**config.mk**
```make
export PLATFORM = sky130hd
export DESIGN_NAME = docd_top
export DESIGN_NICKNAME = d
export VERILOG_FILES = /design/src/docd_pkg.sv /design/src/docd_top.sv
export SDC_FILE = /design/constraint.sdc
export NUM_CORES = 1
export LEC_CHECK = 0
export BUFFER_PORTS_ARGS = -buffer_cell sky130_fd_sc_hd__buf_4
export CORE_MARGIN = 1.5
export CORE_UTILIZATION = 45
export CTS_CLUSTER_SIZE = 8
export DETAILED_ROUTE_END_ITERATION = 16
export PLACE_DENSITY_LB_ADDON = 0.08
export SYNTH_ARGS = -nofsm -noshare
export SYNTH_HDL_FRONTEND = slang
export SYNTH_SLANG_ARGS = --single-unit
```
**constraint.sdc**
```tcl
create_clock -name clk -period 4.52 [get_ports clk]
set_clock_uncertainty 0.1 [all_clocks]
set_input_delay 0.678 -clock clk [delete_from_list [all_inputs] [get_ports clk]]
set_output_delay 0.678 -clock clk [all_outputs]
set_load 0.03 [all_outputs]
```
**src/docd_pkg.sv**
```systemverilog
// constants, types and register map of the dual output clock divider
// Notes on behaviour
// RL1 - reference prescaler divides master by 1/2/4/8
// RL2 - main prescaler feeds main output or divider
// RL3 - main divider ratio ranges 2 through 1025
// RL4 - bypass bit sends main prescaler straight out
// RL5 - divider value lives in its own register
// RL6 - undivided master clock selectable on either output
// RL7 - settings restored from nonvolatile store at power-up
// RL8 - host writes settings; store keeps them
// RL9 - reference output driven from source multiplexer
// RL10 - pin a: select, enable or power-down
// RL11 - pin b: main enable or power-down
// RL12 - reference unused, pin a shuts device down
// RL13 - divider ratio equals programmed value plus two
// RL14 - prescale codes 00/01/10/11 give 1/2/4/8
// RL15 - outputs float only after reaching low level
// RL16 - outputs disabled until oscillator start-up elapses
// RL17 - setting changes applied at period boundaries only
// RL18 - control pins synchronised before any use
package docd_pkg;

  // ******************************************************************
  // register bus and map
  // ******************************************************************
  localparam int unsigned ADDR_W = 4;
  localparam int unsigned DATA_W = 16;
  localparam logic [3:0]  REG_MUX  = 4'h0;
  localparam logic [3:0]  REG_DIV  = 4'h1;
  localparam logic [3:0]  REG_STAT = 4'h2;

  // mode word fields
  localparam int unsigned BIT_BYPASS   = 0;
  localparam int unsigned BIT_MAIN_LO  = 1;
  localparam int unsigned BIT_MAIN_HI  = 2;
  localparam int unsigned BIT_REF_LO   = 3;
  localparam int unsigned BIT_REF_HI   = 4;
  localparam int unsigned BIT_REF_EN   = 5;
  localparam int unsigned BIT_REF_SRC  = 6;
  localparam int unsigned BIT_REF_PDN  = 7;
  localparam int unsigned BIT_MAIN_PDN = 8;
  localparam logic [15:0] MUX_MASK     = 16'h01ff;
  localparam logic [15:0] DIV_MASK     = 16'h03ff;

  // status word fields
  localparam int unsigned BIT_ST_READY = 0;
  localparam int unsigned BIT_ST_PDN   = 1;
  localparam int unsigned BIT_ST_REF   = 2;
  localparam int unsigned BIT_ST_MAIN  = 3;

  // factory contents of the nonvolatile store
  localparam logic [15:0] MUX_RST = 16'h0060;
  localparam logic [15:0] DIV_RST = 16'h0000;

  // ******************************************************************
  // timing
  // ******************************************************************
  localparam int unsigned CLK_PERIOD_NS      = 10;
  localparam int unsigned STARTUP_OSC_CYCLES = 8000;
  localparam int unsigned CLK_PER_OSC        = 2;
  localparam int unsigned STARTUP_W          = 16;
  localparam int unsigned HALF_W             = 14;
  localparam logic [13:0] DIV_OFFSET         = 14'h0002;
  localparam logic [13:0] HALF_RST           = 14'h0001;

  typedef enum logic [1:0] {
    MODE_STARTUP   = 2'b00,
    MODE_ACTIVE    = 2'b01,
    MODE_POWERDOWN = 2'b10
  } docd_mode_e;

  typedef struct packed {
    logic        level;
    logic        drv;
    logic [13:0] cnt;
    logic [13:0] half;
  } docd_gen_s;

endpackage

```
**src/docd_top.sv**
```systemverilog
// dual output clock divider: configuration, control pins, two generators
//
// Local design decisions: strobed register access and the register addresses.
`timescale 1ns/10ps
module docd_top #(
  parameter int unsigned STARTUP_CLKS =
    docd_pkg::STARTUP_OSC_CYCLES * docd_pkg::CLK_PER_OSC
) (
  input  wire logic        clk,
  input  wire logic        reset,
  input  wire logic [3:0]  reg_addr,
  input  wire logic [15:0] reg_wdata,
  input  wire logic        reg_wr,
  input  wire logic        reg_rd,
  output logic      [15:0] reg_rdata,
  input  wire logic        control_pin_a,
  input  wire logic        control_pin_b,
  output logic             reference_clock_out,
  output logic             reference_clock_out_oe_n,
  output logic             main_clock_out,
  output logic             main_clock_out_oe_n
);

  // ******************************************************************
  // helpers
  // ******************************************************************
  localparam logic [15:0] START_LAST = 16'(STARTUP_CLKS - 1);

  function automatic logic [13:0] presc_div(input logic [1:0] code);
    logic [13:0] m;
    m = 14'h0001;
    case (code)
      2'b00:   m = 14'h0001; // [RL14]
      2'b01:   m = 14'h0002; // [RL14]
      2'b10:   m = 14'h0004; // [RL14]
      2'b11:   m = 14'h0008; // [RL14]
      default: m = 14'h0001;
    endcase
    return m;
  endfunction

  // one clk cycle, half a master cycle, per step; new half taken only at a rising edge
  function automatic docd_pkg::docd_gen_s gen_step(
    input docd_pkg::docd_gen_s cur,
    input logic [13:0]         half_new,
    input logic                en_req
  );
    docd_pkg::docd_gen_s nx;
    nx = cur;
    if (cur.cnt <= 14'h0001) begin
      nx.level = ~cur.level;
      if (!cur.level) begin
        nx.half = half_new; // [RL17]
        nx.cnt  = half_new;
      end else begin
        nx.cnt = cur.half;
      end
    end else begin
      nx.cnt = cur.cnt - 14'h0001;
    end
    // float only after a driven low cycle, enable only into a low one
    if (en_req ? !nx.level : !cur.level) begin
      nx.drv = en_req; // [RL15]
    end
    return nx;
  endfunction

  // ******************************************************************
  // declarations
  // ******************************************************************
  logic [15:0] nv_mem [2] = '{docd_pkg::MUX_RST, docd_pkg::DIV_RST};

  logic [15:0]          mux_ff;
  logic [15:0]          nxt_mux;
  logic [15:0]          div_ff;
  logic [15:0]          nxt_div;
  logic [15:0]          rdata_ff;
  logic [15:0]          nxt_rdata;
  logic                 cfg_we;
  logic [2:0]           sync_a_ff;
  logic [2:0]           nxt_sync_a;
  logic [2:0]           sync_b_ff;
  logic [2:0]           nxt_sync_b;
  logic                 pin_a_ff;
  logic                 nxt_pin_a;
  logic                 pin_b_ff;
  logic                 nxt_pin_b;
  docd_pkg::docd_mode_e mode_ff;
  docd_pkg::docd_mode_e nxt_mode;
  logic [15:0]          start_cnt_ff;
  logic [15:0]          nxt_start_cnt;
  docd_pkg::docd_gen_s  ref_gen_ff;
  docd_pkg::docd_gen_s  nxt_ref_gen;
  docd_pkg::docd_gen_s  main_gen_ff;
  docd_pkg::docd_gen_s  nxt_main_gen;
  logic                 ref_out_ff;
  logic                 ref_oe_n_ff;
  logic                 main_out_ff;
  logic                 main_oe_n_ff;
  logic                 shutdown;
  logic                 ref_use_presc;
  logic                 ref_en;
  logic                 main_en;
  logic [13:0]          ref_half;
  logic [13:0]          main_half;
  logic                 bypass;
  logic                 ref_en_sel;
  logic                 ref_src_sel;
  logic                 ref_pdn_sel;
  logic                 main_pdn_sel;

  // ******************************************************************
  // configuration registers and bus
  // ******************************************************************
  always_comb begin
    // programming is locked out while powered down
    cfg_we  = reg_wr && (mode_ff != docd_pkg::MODE_POWERDOWN); // [RL8]
    nxt_mux = mux_ff;
    nxt_div = div_ff;
    if (cfg_we && reg_addr == docd_pkg::REG_MUX) begin
      nxt_mux = reg_wdata & docd_pkg::MUX_MASK;
    end
    if (cfg_we && reg_addr == docd_pkg::REG_DIV) begin
      nxt_div = reg_wdata & docd_pkg::DIV_MASK; // [RL5]
    end
    nxt_rdata = 16'h0000;
    if (reg_rd) begin
      case (reg_addr)
        docd_pkg::REG_MUX: nxt_rdata = mux_ff;
        docd_pkg::REG_DIV: nxt_rdata = div_ff;
        docd_pkg::REG_STAT: begin
          nxt_rdata[docd_pkg::BIT_ST_READY] =
            (mode_ff == docd_pkg::MODE_ACTIVE);
          nxt_rdata[docd_pkg::BIT_ST_PDN] =
            (mode_ff == docd_pkg::MODE_POWERDOWN);
          nxt_rdata[docd_pkg::BIT_ST_REF]  = ~ref_oe_n_ff;
          nxt_rdata[docd_pkg::BIT_ST_MAIN] = ~main_oe_n_ff;
        end
        default: nxt_rdata = 16'h0000;
      endcase
    end
  end

  always_ff @(posedge clk) begin
    if (reset) begin
      mux_ff   <= nv_mem[0]; // [RL7]
      div_ff   <= nv_mem[1]; // [RL7]
      rdata_ff <= 16'h0000;
    end else begin
      mux_ff   <= nxt_mux;
      div_ff   <= nxt_div;
      rdata_ff <= nxt_rdata;
    end
  end

  // store written through so the next power-up sees the new value
  always_ff @(posedge clk) begin
    if (!reset && cfg_we && reg_addr == docd_pkg::REG_MUX) begin
      nv_mem[0] <= reg_wdata & docd_pkg::MUX_MASK; // [RL8]
    end
    if (!reset && cfg_we && reg_addr == docd_pkg::REG_DIV) begin
      nv_mem[1] <= reg_wdata & docd_pkg::DIV_MASK; // [RL8]
    end
  end

  // ******************************************************************
  // control pin synchronisers
  // ******************************************************************
  always_comb begin
    nxt_sync_a = {sync_a_ff[1:0], control_pin_a}; // [RL18]
    nxt_sync_b = {sync_b_ff[1:0], control_pin_b}; // [RL18]
    nxt_pin_a  = pin_a_ff;
    nxt_pin_b  = pin_b_ff;
    if (sync_a_ff[1] == sync_a_ff[2]) begin
      nxt_pin_a = sync_a_ff[2]; // [RL18]
    end
    if (sync_b_ff[1] == sync_b_ff[2]) begin
      nxt_pin_b = sync_b_ff[2]; // [RL18]
    end
  end

  always_ff @(posedge clk) begin
    if (reset) begin
      sync_a_ff <= 3'h0;
      sync_b_ff <= 3'h0;
      pin_a_ff  <= 1'b0;
      pin_b_ff  <= 1'b0;
    end else begin
      sync_a_ff <= nxt_sync_a;
      sync_b_ff <= nxt_sync_b;
      pin_a_ff  <= nxt_pin_a;
      pin_b_ff  <= nxt_pin_b;
    end
  end

  // ******************************************************************
  // pin roles and source selection
  // ******************************************************************
  always_comb begin
    bypass       = mux_ff[docd_pkg::BIT_BYPASS];
    ref_en_sel   = mux_ff[docd_pkg::BIT_REF_EN];
    ref_src_sel  = mux_ff[docd_pkg::BIT_REF_SRC];
    ref_pdn_sel  = mux_ff[docd_pkg::BIT_REF_PDN];
    main_pdn_sel = mux_ff[docd_pkg::BIT_MAIN_PDN];
    // either pin may shut the whole device down
    shutdown = (ref_pdn_sel && pin_a_ff)
             || (!ref_pdn_sel && !ref_en_sel && !ref_src_sel
                 && pin_a_ff) // [RL12]
             || (main_pdn_sel && pin_b_ff); // [RL11]
    if (ref_pdn_sel || ref_en_sel) begin
      ref_use_presc = ref_src_sel; // [RL10]
    end else begin
      ref_use_presc = pin_a_ff; // [RL10]
    end
    if (ref_pdn_sel) begin
      ref_en = 1'b1; // [RL10]
    end else if (ref_en_sel) begin
      ref_en = !pin_a_ff; // [RL10]
    end else begin
      ref_en = ref_src_sel; // [RL12]
    end
    main_en = main_pdn_sel || !pin_b_ff; // [RL11]
    // undivided master is a half period of one cycle
    ref_half = ref_use_presc ?
      presc_div(mux_ff[docd_pkg::BIT_REF_HI:docd_pkg::BIT_REF_LO]) :
      docd_pkg::HALF_RST; // [RL1] [RL6] [RL9]
    if (bypass) begin
      main_half = presc_div(
        mux_ff[docd_pkg::BIT_MAIN_HI:docd_pkg::BIT_MAIN_LO]); // [RL4]
    end else begin
      main_half = 14'(presc_div(
        mux_ff[docd_pkg::BIT_MAIN_HI:docd_pkg::BIT_MAIN_LO])
        * ({4'h0, div_ff[9:0]} + docd_pkg::DIV_OFFSET)); // [RL2] [RL3] [RL13]
    end
  end

  // ******************************************************************
  // device mode and start-up delay
  // ******************************************************************
  always_comb begin
    nxt_mode      = mode_ff;
    nxt_start_cnt = start_cnt_ff;
    case (mode_ff)
      docd_pkg::MODE_STARTUP: begin
        nxt_start_cnt = start_cnt_ff + 16'h0001;
        if (shutdown) begin
          nxt_mode = docd_pkg::MODE_POWERDOWN;
        end else if (start_cnt_ff >= START_LAST) begin
          nxt_mode = docd_pkg::MODE_ACTIVE; // [RL16]
        end
      end
      docd_pkg::MODE_ACTIVE: begin
        if (shutdown) begin
          nxt_mode = docd_pkg::MODE_POWERDOWN;
        end
      end
      docd_pkg::MODE_POWERDOWN: begin
        // oscillator restarts, so the settle time runs again
        nxt_start_cnt = 16'h0000;
        if (!shutdown) begin
          nxt_mode = docd_pkg::MODE_STARTUP; // [RL16]
        end
      end
      default: begin
        nxt_mode      = docd_pkg::MODE_STARTUP;
        nxt_start_cnt = 16'h0000;
      end
    endcase
  end

  always_ff @(posedge clk) begin
    if (reset) begin
      mode_ff      <= docd_pkg::MODE_STARTUP;
      start_cnt_ff <= 16'h0000;
    end else begin
      mode_ff      <= nxt_mode;
      start_cnt_ff <= nxt_start_cnt;
    end
  end

  // ******************************************************************
  // output generators
  // ******************************************************************
  always_comb begin
    nxt_ref_gen  = gen_step(ref_gen_ff, ref_half,
      ref_en && mode_ff == docd_pkg::MODE_ACTIVE); // [RL16]
    nxt_main_gen = gen_step(main_gen_ff, main_half,
      main_en && mode_ff == docd_pkg::MODE_ACTIVE); // [RL16]
  end

  always_ff @(posedge clk) begin
    if (reset) begin
      ref_gen_ff   <= '{1'b0, 1'b0, docd_pkg::HALF_RST, docd_pkg::HALF_RST};
      main_gen_ff  <= '{1'b0, 1'b0, docd_pkg::HALF_RST, docd_pkg::HALF_RST};
      ref_out_ff   <= 1'b0;
      ref_oe_n_ff  <= 1'b1;
      main_out_ff  <= 1'b0;
      main_oe_n_ff <= 1'b1;
    end else begin
      ref_gen_ff   <= nxt_ref_gen;
      main_gen_ff  <= nxt_main_gen;
      ref_out_ff   <= nxt_ref_gen.level && nxt_ref_gen.drv;
      ref_oe_n_ff  <= !nxt_ref_gen.drv; // [RL15]
      main_out_ff  <= nxt_main_gen.level && nxt_main_gen.drv;
      main_oe_n_ff <= !nxt_main_gen.drv; // [RL15]
    end
  end

  assign reg_rdata                = rdata_ff;
  assign reference_clock_out      = ref_out_ff;
  assign reference_clock_out_oe_n = ref_oe_n_ff;
  assign main_clock_out           = main_out_ff;
  assign main_clock_out_oe_n      = main_oe_n_ff;

endmodule // docd_top

```
==> results.yml <==
place:
  dp_hpwl_um: 11400
  gp_congestion: 0.790
  place.port_buffers: 33
  dpl_cell_area_um2: 8070
detailed_routing:
  firstDrtPassIters: 4
  vias_per_cell: 5.21
  drt-initial-drc-count: 254
  drc: 0
  wl_per_cell_um: 14.9
  antenna_left: 0
  routed_wl_um: 16100
  dr_total_vias: 5632
synthesis:
  synth_compound_area_share_pct: 11.9
  synth_area_um2: 7340
  syn_avg_cell_area_um2: 9.37
  synth.area.mux_share_pct: 4.01
  async_flop_share_pct: 0
  syn_inst: 783
  yosys.area_share.simple_pct: 19.3
  synthAdderAreaFrac_pct: 13.7
  synth_top_family_by_area: "simple AND/OR/NAND/NOR gates"
  ys_seq_area_share_pct: 40.9
  ys_types: 62
  synth_xor_area_share_pct: 6.21
  ys_seq_elements: 140
  yosys_warnings: 0
  synth_ff_type: "dfxtp_1"
  synth_edf_count: 20
finish:
  final_layout_size_suffix_gt1_share_pct: 24.1
  stdcell_area_um2: 9150
  fin_nets: 951
  syn_to_final_growth_pct: 24.7
  final_cell_mix: "120 x dfxtp_1, 100 x nor2_1, 81 x buf_4"
  layout_commonest_cell: "dfxtp_1"
  antenna_cells: 0
  n_fill_cell: 1410
  multi_input_area_um2: 4530
  register_area_um2: 3000
timing:
  fin_setup_tns_ns: -0.325
  period_minus_slack_ns: 4.64
  tightest_slew_ns: 0.920
  fmaxAchievable_mhz: 216
  setup_ws_ns: -0.117
  hold_viol_final: 0
  max_slew_margin_pct: 38.6
  rsz0062_at_grt: "true"
  finalSetupViolations: 7
  finalCritPeriodShare_pct: 103
  slew_violations: 0
floorplanning:
  start_util_pct: 46.2
  rows: 46
  die_area_um2: 17100
  fp.coreArea_um2: 15900
  die_x_um: 131
  io_pins: 46
  die_h_um: 131
cts:
  cts_hold_buf: 0
  clkLatencyLatePin_ns: 0.42
  cts_sinks: 140
  clockBufferDepth: 2
  tritoncts: "yes"
  root_buffer: "clkbuf_16"
  clkTransAtPathRegs_ns: 0.06
  numCtsBuffers: 17
  htreeDepth: 4
worst_setup_path:
  cpLargestDelayFamily: "adder cells"
  cpMaxStageDelayCell: "fa_1"
  path_class: "reg2reg"
  cp-start-kind: "flip-flop"
  arrival_ns: 4.81
  path_max_fanout: 4
  path_depth: 19
  critical_path_required_ns: 4.69
  cp.buffers_inverters: 4
  reg2reg_depth: 19
  path_cells: "buf_6, nand3_4, xor2_2, or2_4, fa_1, inv_1, ha_1, ha_1, inv_1, fa_1, inv_2, ha_4, a21o_1, a211o_1, a21oi_2, o21ai_2, xor2_2, a221oi_2, a2111oi_2"
  rrSetupSlack_ns: -0.12
  max_stage_delay_ns: 0.51
  cp-end-kind: "flip-flop"
global_routing:
  grt_pass1_vias: 5345
  antenna_found_initial: 0
  grt_pass1_wl_um: 25900
  grt_overflow: 0
  grt_util_all_layers_pct: 19.6
  grt_max_degree: 69
status:
  run_status: "finished with violations"
  violations: "setup timing"
pwr:
  power_density_nw_per_um2: 537
  max-vdd-ir-drop_mv: 0.338
  p_leak_nw: 3.78
min_path:
  holdPathStages: 1
  hp-class: "reg2reg"
run:
  cap_viol_max_count: 0
==> flip-flops by register name, indices dropped and copies added, names as in the netlist, 2 cells and up <==
name and flops:
ref_gen_ff 30, reg_rdata 10, start_cnt_ff 16, nv_mem 20, mux_ff 10, div_ff 10
sync_b_ff 3, main_gen_ff 30, mode_ff 2, sync_a_ff 3
==> final cells by class <==
class	count	area share (%)
clock inverters	11	1.59
well taps	216	2.95
multi-input cells	583	49.6
clock buffers	20	4.88
inverters	28	1.15
flip-flops and latches	140	32.8
repair buffers	84	7.02
==> synthesized netlist by cell type, types with 3 or more instances <==
master    number  area (µm²)
dfxtp_1      120        2400
nor2_1       108         405
ha_1          55         688
a21oi_1       54         270
nand2_1       52         195
inv_1         28         105
xnor2_1       26         228
xor2_1        26         228
clkbuf_1      25        93.8
nand3_1       23         115
edfxtp_1      20         601
o21ai_0       20         100
mux2_2        19         214
nand2b_1      17         106
fa_1          16         320
nor2b_1       15        93.8
a211oi_1      14         105
and2_1        14        87.6
nor3_1        14        70.1
buf_4          8        60.1
mux2i_1        8        80.1
a22oi_1        7        52.6
or3_1          7        43.8
a31oi_1        6        37.5
or2_2          6        37.5
a21o_1         5        37.5
and3_1         5        31.3
nor3b_1        5        37.5
nor4_1         5        31.3
o21bai_1       5        37.5
nand3b_1       4        30.0
o21a_1         4        30.0
o22ai_1        4        25.0
a211o_1        3        26.3
a31o_2         3        26.3
==> through the flow <==
stage	utilization (%)	hold slack [ns]	worst slack, ns	instances	power [W]
after floorplan	-	0.314	0.0123	788	0.00292
after global placement	50.8	0.331	-0.176	1044	0.00329
after detailed placement	50.8	0.331	-0.220	1044	0.00333
after CTS	56.0	0.349	-0.0837	1079	0.00483
after global routing	57.6	0.357	-0.288	1082	0.00524
final	57.6	0.350	-0.117	1082	0.00491
==> cell families (layout without fill, tap and decap cells) <==
kind of cell	count (synthesis)	after routing
fa+ha+maj	71	71
compound gates	139	139
simple gates	288	288
other cells	1	6
flops	140	140
buf+inv	65	143
mux	27	27
xor+xnor	52	52
==> power breakdown <==
| part | leakage [nW] | total (W) | internal (W) | switching, W |
|---|---|---|---|---|
| Clock | 0.291 | 0.00140 | 0.000879 | 0.000525 |
| Combinational | 2.31 | 0.00184 | 0.000808 | 0.00103 |
| Sequential | 1.18 | 0.00167 | 0.00147 | 0.000199 |
| Total | 3.78 | 0.00491 | 0.00316 | 0.00175 |
==> worst paths after layout <==
check               start         endpoint
max reg2reg     div_ff[3]  main_gen_ff[24]
max             div_ff[3]  main_gen_ff[24]
min          sync_a_ff[0]     sync_a_ff[1]
min reg2reg  sync_a_ff[0]     sync_a_ff[1]
==> routing by layer <==
metal / GRT usage [%] / wire length (µm) / up-vias
li1: - / - / 2835
met1: 25.5 / 7580 / 2671
met2: 32.0 / 7670 / 111
met3: 5.09 / 663 / 15
met4: 6.66 / 206 / 0
met5: 0 / 0 / -
==> timing repair <==
| item | 4_1_cts | 5_1_grt |
|---|---|---|
| setup buffers | 4 | 4 |
| endpoints found under the setup margin | 11 | 13 |
| cloned | 0 | 0 |
| pin swaps | 28 | 37 |
| resized for setup | 36 | 35 |
(Power assumes the default switching activity.)
